### src/core/bsto_pkg.sv
// Package with field layouts, encodings and widths for the back-face stencil stage.
`default_nettype none
package bsto_pkg;
    // Width of the stencil value held per pixel.
    localparam int STENCIL_W = 8;

    // Field positions inside the pipeline state word.
    localparam int STATE_W        = 32;
    localparam int CMP_FIELD_HI   = 14;
    localparam int CMP_FIELD_LO   = 12;
    localparam int FAIL_FIELD_HI  = 11;
    localparam int FAIL_FIELD_LO  = 9;
    localparam int CODE_W         = 3;

    // Comparison function encodings.
    typedef enum logic [2:0] {
        cmp_always_pass      = 3'h0,
        cmp_never_pass       = 3'h1,
        cmp_less_than        = 3'h2,
        cmp_equal_to         = 3'h3,
        cmp_less_or_equal    = 3'h4,
        cmp_greater_than     = 3'h5,
        cmp_not_equal        = 3'h6,
        cmp_greater_or_equal = 3'h7
    } bsto_compare_function_code_t;

    // Stencil buffer update encodings.
    typedef enum logic [2:0] {
        upd_keep           = 3'h0,
        upd_clear          = 3'h1,
        upd_load_reference = 3'h2,
        upd_inc_clamp      = 3'h3,
        upd_dec_clamp      = 3'h4,
        upd_inc_wrap       = 3'h5,
        upd_dec_wrap       = 3'h6,
        upd_bitwise_not    = 3'h7
    } bsto_stencil_update_code_t;

    // Reset value of the registered code outputs.
    localparam logic [2:0] RST_CODE = 3'h0;
endpackage
`default_nettype wire

### src/core/bsto_stage.sv
// Back-face stencil test and fail-update stage, one pixel per cycle.
`timescale 1ns/1ps
`default_nettype none
module bsto_stage
    import bsto_pkg::*;
#(
    parameter int W = STENCIL_W
) (
    // Clock and reset.
    input  wire logic               clk,
    input  wire logic               rst_n,
    // Pipeline state.
    input  wire logic [STATE_W-1:0] state_word,
    input  wire logic               double_sided_en,
    input  wire logic [CODE_W-1:0]  front_cmp_code,
    input  wire logic [CODE_W-1:0]  front_fail_code,
    input  wire logic               front_ccw,
    input  wire logic               cull_back_en,
    // Pixel input.
    input  wire logic               pix_valid,
    input  wire logic               prim_ccw,
    input  wire logic [W-1:0]       stencil_ref,
    input  wire logic [W-1:0]       stencil_cur,
    // Pixel result.
    output logic                    res_valid_ff,
    output logic                    res_back_ff,
    output logic                    res_culled_ff,
    output logic                    res_pass_ff,
    output logic [CODE_W-1:0]       res_cmp_ff,
    output logic [CODE_W-1:0]       res_fail_op_ff,
    output logic [W-1:0]            res_stencil_ff
);
    // Comparison of reference against buffer value, reused per face.
    function automatic logic cmp_eval(input logic [CODE_W-1:0] code,
                                      input logic [W-1:0] r,
                                      input logic [W-1:0] s);
        case (bsto_compare_function_code_t'(code))
            cmp_always_pass:      cmp_eval = 1'b1;
            cmp_never_pass:       cmp_eval = 1'b0;
            cmp_less_than:        cmp_eval = r <  s;
            cmp_equal_to:         cmp_eval = r == s;
            cmp_less_or_equal:    cmp_eval = r <= s;
            cmp_greater_than:     cmp_eval = r >  s;
            cmp_not_equal:        cmp_eval = r != s;
            cmp_greater_or_equal: cmp_eval = r >= s;
            default:              cmp_eval = 1'b0;
        endcase
    endfunction

    logic [CODE_W-1:0] back_cmp_code;
    logic [CODE_W-1:0] back_fail_code;
    logic              is_back;
    logic              use_back;
    logic [CODE_W-1:0] sel_cmp;
    logic [CODE_W-1:0] sel_fail;
    logic              pass;
    logic [W-1:0]      fail_val;
    logic              nxt_valid;
    logic              nxt_back;
    logic              nxt_culled;
    logic              nxt_pass;
    logic [CODE_W-1:0] nxt_cmp;
    logic [CODE_W-1:0] nxt_fail_op;
    logic [W-1:0]      nxt_stencil;

    // Field extraction from the state word.
    assign back_cmp_code  = state_word[CMP_FIELD_HI:CMP_FIELD_LO];
    assign back_fail_code = state_word[FAIL_FIELD_HI:FAIL_FIELD_LO];

    // Face selection; the back-face fields only win when double-sided is on,
    // so a disabled setting gives back faces the front compare and fail codes.
    always_comb begin
        is_back  = prim_ccw != front_ccw;
        use_back = is_back && double_sided_en;
        sel_cmp  = use_back ? back_cmp_code : front_cmp_code;
        sel_fail = use_back ? back_fail_code : front_fail_code;
        pass     = cmp_eval(sel_cmp, stencil_ref, stencil_cur);
    end

    // Update applied only when the test fails.
    bsto_update #(.W(W)) u_fail_upd (
        .op      (sel_fail),
        .cur_val (stencil_cur),
        .ref_val (stencil_ref),
        .new_val (fail_val)
    );

    // Next result; culling looks only at pixel valid, facing and cull enable.
    always_comb begin
        nxt_valid   = pix_valid;
        nxt_back    = is_back;
        nxt_culled  = pix_valid && is_back && cull_back_en;
        nxt_pass    = pass;
        nxt_cmp     = sel_cmp;
        nxt_fail_op = sel_fail;
        nxt_stencil = pass ? stencil_cur : fail_val;
        if (!rst_n) begin
            nxt_valid   = 1'b0;
            nxt_back    = 1'b0;
            nxt_culled  = 1'b0;
            nxt_pass    = 1'b0;
            nxt_cmp     = RST_CODE;
            nxt_fail_op = RST_CODE;
            nxt_stencil = '0;
        end
    end

    // Result registers; reset is folded into the next-value logic above.
    always_ff @(posedge clk) begin
        res_valid_ff   <= nxt_valid;
        res_back_ff    <= nxt_back;
        res_culled_ff  <= nxt_culled;
        res_pass_ff    <= nxt_pass;
        res_cmp_ff     <= nxt_cmp;
        res_fail_op_ff <= nxt_fail_op;
        res_stencil_ff <= nxt_stencil;
    end
endmodule
`default_nettype wire

### src/core/bsto_update.sv
// Stencil value update unit for one selected update operation.
`timescale 1ns/1ps
`default_nettype none
module bsto_update
    import bsto_pkg::*;
#(
    parameter int W = STENCIL_W
) (
    // Operation select.
    input  wire logic [CODE_W-1:0] op,
    // Operands.
    input  wire logic [W-1:0]      cur_val,
    input  wire logic [W-1:0]      ref_val,
    // Result.
    output logic      [W-1:0]      new_val
);
    localparam logic [W-1:0] ALL_ONES = {W{1'b1}};
    localparam logic [W-1:0] ZERO     = '0;
    localparam logic [W-1:0] ONE      = {{(W-1){1'b0}}, 1'b1};

    // Saturating codes clamp at the ends, wrapping codes roll over.
    always_comb begin
        case (bsto_stencil_update_code_t'(op))
            upd_keep:           new_val = cur_val;
            upd_clear:          new_val = ZERO;
            upd_load_reference: new_val = ref_val;
            upd_inc_clamp:      new_val = (cur_val == ALL_ONES) ? ALL_ONES
                                          : cur_val + ONE;
            upd_dec_clamp:      new_val = (cur_val == ZERO) ? ZERO
                                          : cur_val - ONE;
            upd_inc_wrap:       new_val = cur_val + ONE;
            upd_dec_wrap:       new_val = cur_val - ONE;
            upd_bitwise_not:    new_val = ~cur_val;
            default:            new_val = cur_val;
        endcase
    end
endmodule
`default_nettype wire
### config.mk
export PLATFORM = sky130hd
export DESIGN_NAME = bsto_stage
export DESIGN_NICKNAME = d
export VERILOG_FILES = /design/src/core/bsto_pkg.sv /design/src/core/bsto_stage.sv /design/src/core/bsto_update.sv
export SDC_FILE = /design/constraint.sdc
export NUM_CORES = 1
export LEC_CHECK = 0
export BUFFER_PORTS_ARGS = -buffer_cell sky130_fd_sc_hd__buf_2
export CELL_PAD_IN_SITES_DETAIL_PLACEMENT = 1
export CELL_PAD_IN_SITES_GLOBAL_PLACEMENT = 2
export CORE_ASPECT_RATIO = 1.25
export CORE_MARGIN = 2
export CORE_UTILIZATION = 23
export DETAILED_ROUTE_END_ITERATION = 12
export GPL_TIMING_DRIVEN = 0
export PLACE_DENSITY = 0.8
export SYNTH_ARGS = -nofsm -noshare
export SYNTH_HDL_FRONTEND = slang
export SYNTH_SLANG_ARGS = --single-unit
### constraint.sdc
create_clock -name clk -period 2.2 [get_ports clk]
set_clock_uncertainty 0.05 [all_clocks]
set_input_delay 0.11 -clock clk [delete_from_list [all_inputs] [get_ports clk]]
set_output_delay 0.11 -clock clk [all_outputs]
set_load 0.05 [all_outputs]
==> reports/qor.yml, run 1 <==
outcome:
  status: "complete, no violations"
detailed_routing:
  vias: 1743
  drt-pass1-iter-count: 4
  drc: 0
  wl_per_cell_um: 15.39
  drt_iter0_markers: 51
  viasPerCell: 5.052
  ant_nets: 0
  wl_mm: 5.308
floorplan:
  fp.dieW_um: 77.02
  rows: 33
  dieArea_um2: 7337
  die_h_um: 95.27
  core_area_um2: 6524
  initial_core_util: 0.2349
  ios: 79
synth:
  async_reset_ff_frac: 0
  ys_seq_elements: 18
  synth-edff-count: 0
  synth_commonest_cells: "nor2_1, dfxtp_1, nand2_1, nand3_1, o21ai_0"
  yosys.area.top_type_share: 0.2351
  synth_area_per_cell_um2: 7.513
  post-synth-top-count-cell: "nor2_1"
  yosys_most_used_dff: "dfxtp_1"
  syn-num-nets: 276
  synth.area.top_cells: "dfxtp_1, ha_1, nand3_1"
  yosysUniqueCellTypes: 48
  yosys.area.top_type: "dfxtp_1"
  synthCells: 204
  syn-cell-area_um2: 1533
  synth-seq-area-share: 0.2351
  yosys_warnings: 0
critical_path:
  crit_path_start: "stencil_cur[3]"
  crit_buf_inv: 3
  worst-path-max-fanout: 10
  crit_arrival_ns: 2.23
  required_ns: 2.33
  crit_type: "in2reg"
  critPathLaunchType: "input port"
  slowest_delay_ns: 0.30
  crit_chain: "buf_2 -> inv_2 -> ha_1 -> o21ai_1 -> a21oi_2 -> o31ai_4 -> a21o_1 -> o22a_1 -> a22o_1 -> buf_6 -> a41o_1 -> a21oi_1"
  slowest_stage: "ha_1"
  path_depth: 12
  end_kind: "register"
  critical-path-top-delay-family: "compound AO/OA/AOI/OAI gates"
final_layout:
  drive_gt1_frac: 0.2984
  layout.nets: 331
  diodes: 0
  area_delta_synth_final_pct: 32.08
  num-fill-cells: 863
global_routing:
  grt_max_degree: 11
  grtUsageTotal: 0.1515
  grt_use_met3: 0.01136
  met2_usage: 0.2858
  busiest_layer: "met2"
  overflow: 0
  met1_usage: 0.1862
  grt_pass1_vias: 1792
  grt_pass1_wl_mm: 8.942
  antenna_found_initial: 0
worst_hold_path:
  hold_path.startpoint: "pix_valid"
  holdPathEnd: "res_valid_ff"
  hold_depth: 2
  hold_path.class: "in2reg"
flow_run:
  maxCapViolCount: 0
placement:
  port_buffers: 48
  hpwl_mm: 4.311
  place.gp.congestion: 0.8550
  pre_cts_ws_ns: -0.3774
cts:
  hold_buffers: 0
  htree_levels: 1
  cts_tree: "done"
  path_clk_slew_ns: 0.06
  cts_max_path_buffers: 2
  cts_buffers: 3
  cts_root_buf: "clkbuf_8"
  numClockSinks: 18
timing:
  timing.slew.headroom: 0.6912
  fin_crit_sh: 0.9568
  setup_ws_ns: 0.09497
  rsz0062_at_grt: "no"
  slew_viol_final: 0
  worst_slew_pin_slew_ns: 0.4571
  setup_viol: 0
  min_period_ns: 2.105
  finalHoldViolCount: 0
  fmax_mhz: 475.1
power_and_ir_drop:
  total_power_uw: 1109
  p_leak_uw: 0.0008881
  vdd_drop_max_v: 0.0001479
  powerDensity_nw_per_um2: 547.8
==> metrics by stage <==
step	area, um2	std cells	hold WS, ns	TNS, ns	util
after floorplan	1533	204	0.1775	0	-
after global placement	1882	339	0.2784	-2.544	0.2885
after detailed placement	1882	339	0.2916	-2.548	0.2885
after CTS	1957	343	0.02690	0	0.3000
after global routing	2024	345	0.03822	0	0.3103
final	2024	345	0.03445	0	0.3103
==> cells in the final DEF, fill, tap and decap left out, types with 3 or more instances in the layout <==
master,netlist,routed
a21oi_1,13,12
inv_1,12,7
clkbuf_1,6,5
a31oi_1,3,3
a211oi_1,6,4
o21a_1,4,4
o21ai_0,15,13
ha_1,11,10
inv_2,0,5
buf_2,1,49
clkbuf_8,0,4
nor2_1,20,19
nand4_1,5,5
mux2i_1,4,3
nand2_1,17,17
a21o_1,3,3
xnor2_1,3,3
and3_1,3,3
dfxtp_1,18,18
nand3_1,16,16
and2_1,4,4
==> state kept, by name (all words and copies together), names as in the netlist <==
signal / cells
res_back_ff: 1
res_cmp_ff: 3
res_culled_ff: 1
res_fail_op_ff: 3
res_pass_ff: 1
res_stencil_ff: 8
res_valid_ff: 1
==> timing repair <==
| item | 4_1_cts | 5_1_grt |
|---|---|---|
| pin swaps | 3 | 5 |
| setup buffers | 0 | 2 |
| endpoints found under the setup margin | 7 | 8 |
| gates resized for setup | 6 | 15 |
==> how the worst max path moves through the flow <==
stage	to	slack (ns)
2_1_floorplan	res_stencil_ff[7]	0.22
3_3_place_gp	res_stencil_ff[0]	-0.38
3_5_place_dp	res_stencil_ff[6]	-0.38
4_1_cts	res_stencil_ff[7]	0.009
5_1_grt	res_stencil_ff[7]	0.002
6_report	res_stencil_ff[7]	0.09
==> area by class of cell <==
type	count	area (um2)	area share
inverter	12	45.04	0.02225
buffer	9	51.30	0.02534
tap	87	108.9	0.05377
clock buffer	4	55.05	0.02719
sequential	18	360.3	0.1780
multi-input combinational	165	1149	0.5674
timing repair buffer	50	255.2	0.1261
==> cell families (layout without fill, tap and decap cells) <==
family,count (synthesis),count (layout),share of synthesized area
multiplexers,8,8,0.05959
buffers and inverters,21,75,0.06203
AO/OA/AOI/OAI,63,63,0.2710
XOR/XNOR,6,6,0.03919
AND/OR/NAND/NOR,77,77,0.2433
flip-flops,18,18,0.2351
adder cells (fa/ha/maj),11,11,0.08979
==> power by group <==
| part | switching [uW] | internal, uW |
|---|---|---|
| logic | 327 | 163 |
| registers | 5.75 | 357 |
| clock network | 97.8 | 159 |
==> metal layers <==
metal  routed length (um)  part of all wire
met5                    0                 0
met4                   53             0.010
met2                 2755              0.52
met3                  155             0.029
met1                 2344              0.44
(Power assumes the default switching activity.)
==> run 2, diff against run 1 <==
--- a/config.mk
+++ b/config.mk
@@ -13,7 +13,7 @@
 export CORE_UTILIZATION = 23
 export DETAILED_ROUTE_END_ITERATION = 12
 export GPL_TIMING_DRIVEN = 0
-export PLACE_DENSITY = 0.8
+export PLACE_DENSITY_LB_ADDON = 0.12
 export SYNTH_ARGS = -nofsm -noshare
 export SYNTH_HDL_FRONTEND = slang
 export SYNTH_SLANG_ARGS = --single-unit
==> run 2 against run 1 <==
Against the previous run:
- critical path depth did not move
- power increased by 2.8%
- largest power group unchanged
- via count is 3.2% lower
- design area down 0.93%
- first-iteration DRC count grew 22%
- largest cell class unchanged
- critical path type unchanged
- non-clock buffer count shrank 2
- sequential power about the same
- final cell count is 0.58% lower
- worst setup slack better by 0.071 ns
==> reports/qor.yml, run 2 (same netlist as run 1, synthesis figures left out) <==
timing:
  worst_slew_pin_slew_ns: 0.5775
  min_period_ns: 2.034
  setup_ws_ns: 0.1660
  fin_crit_sh: 0.9246
  fin_setup_tns_ns: 0
  rsz0062_at_grt: "no"
  timing.slew.headroom: 0.6150
  fmax_mhz: 491.6
  finalHoldViolCount: 0
  setup_viol: 0
  slew_viol_final: 0
critical_path:
  end_kind: "register"
  required_ns: 2.28
  critPathLaunchType: "input port"
  crit_chain: "buf_2 -> inv_1 -> ha_1 -> o21ai_0 -> a21oi_1 -> o31ai_2 -> a21o_1 -> o22a_1 -> a22o_1 -> buf_6 -> nor3_2 -> a211oi_2"
  slowest_stage: "ha_1"
  crit_arrival_ns: 2.11
  crit_type: "in2reg"
  crit_path_start: "stencil_cur[3]"
  slowest_delay_ns: 0.30
  worst-path-max-fanout: 10
global_routing:
  grt_pass1_vias: 1803
  antenna_found_initial: 0
  grt_max_degree: 11
  grtUsageTotal: 0.1604
  grt_pass1_wl_mm: 9.190
  overflow: 0
cts:
  htree_levels: 1
  cts_tree: "done"
  hold_buffers: 0
  path_clk_slew_ns: 0.08
  cts_root_buf: "clkbuf_8"
  numClockSinks: 18
  cts_buffers: 3
  cts_max_path_buffers: 2
final_layout:
  drive_gt1_frac: 0.2891
  most-common-layout-cells: "buf_2, nor2_1, dfxtp_1"
  final_area_um2: 2006
  top_register: "res_stencil_ff"
  instances_no_fill: 343
  diodes: 0
  area_delta_synth_final_pct: 30.86
  layout.area.seq_um2: 360.3
  layout_commonest_cell: "buf_2"
  reg_top3: "res_stencil_ff x8, res_cmp_ff x3, res_fail_op_ff x3"
  multi_input_area_um2: 1145
  num-fill-cells: 852
  largest_reg_flops: 8
  layout.nets: 329
detailed_routing:
  drt-pass1-iter-count: 4
  vias: 1688
  ant_nets: 0
  drt_iter0_markers: 62
  viasPerCell: 4.921
  wl_per_cell_um: 16.49
  wl_mm: 5.656
  drc: 0
worst_hold_path:
  hold_path.class: "in2reg"
  hold_path.startpoint: "cull_back_en"
floorplan:
  dieArea_um2: 7337
  ios: 79
  initial_core_util: 0.2349
  core_area_um2: 6524
  die_h_um: 95.27
  rows: 33
  fp.dieW_um: 77.02
placement:
  place.gp.congestion: 0.7755
  pre_cts_ws_ns: -0.2983
  dp_cells: 339
  port_buffers: 48
  hpwl_mm: 4.630
  placed_area_um2: 1882
power_and_ir_drop:
  powerDensity_nw_per_um2: 568.4
  vdd_drop_max_v: 0.0002377
  p_leak_uw: 0.0008825
flow_run:
  maxCapViolCount: 0
outcome:
  status: "complete, no violations"
[run 2: final timing paths]
kind	to	cells after the start
setup / recovery	res_stencil_ff[2]	12
hold / removal	res_culled_ff	2
[run 2: layout make-up]
class,count,area share
well taps,87,0.05427
inverters,12,0.02246
multi-input cells,165,0.5708
repair buffers,48,0.1198
plain buffers,9,0.02558
flip-flops and latches,18,0.1797
clock buffers,4,0.02745
[run 2: repair_timing]
action | in CTS | in global routing
buffers inserted | 0 | 0
pin swaps | 0 | 1
setup endpoints to repair | 2 | 8
resized for setup | 2 | 17
[run 2: metal layers]
layer / up-vias / global-route usage / part of all wire
li1: 860 / - / -
met1: 783 / 0.1926 / 0.44
met2: 37 / 0.2982 / 0.50
met3: 8 / 0.02462 / 0.039
met4: 0 / 0.04315 / 0.018
met5: - / 0 / 0
[run 2: worst max-delay path, delay by kind of cell]
family / cells / cell delay (ns)
compound gates: 7 / 1.06
fa+ha+maj: 1 / 0.30
buf+inv: 3 / 0.43
simple gates: 1 / 0.20
[run 2: stage by stage]
step | hold WS (ns) | total power (uW) | util
floorplan | 0.1775 | 690.4 | -
global placement | 0.2905 | 838.3 | 0.2885
detailed placement | 0.2924 | 837.8 | 0.2885
CTS | 0.02274 | 1131 | 0.2980
global route | 0.02559 | 1210 | 0.3074
finish | 0.01713 | 1140 | 0.3074
[run 2: report_power, final]
group          switching, uW  internal (uW)  total (uW)  leakage, uW
sequential              6.23            356         363     0.000150
combinational            327            157         484     0.000704
clock                    133            160         293    0.0000288
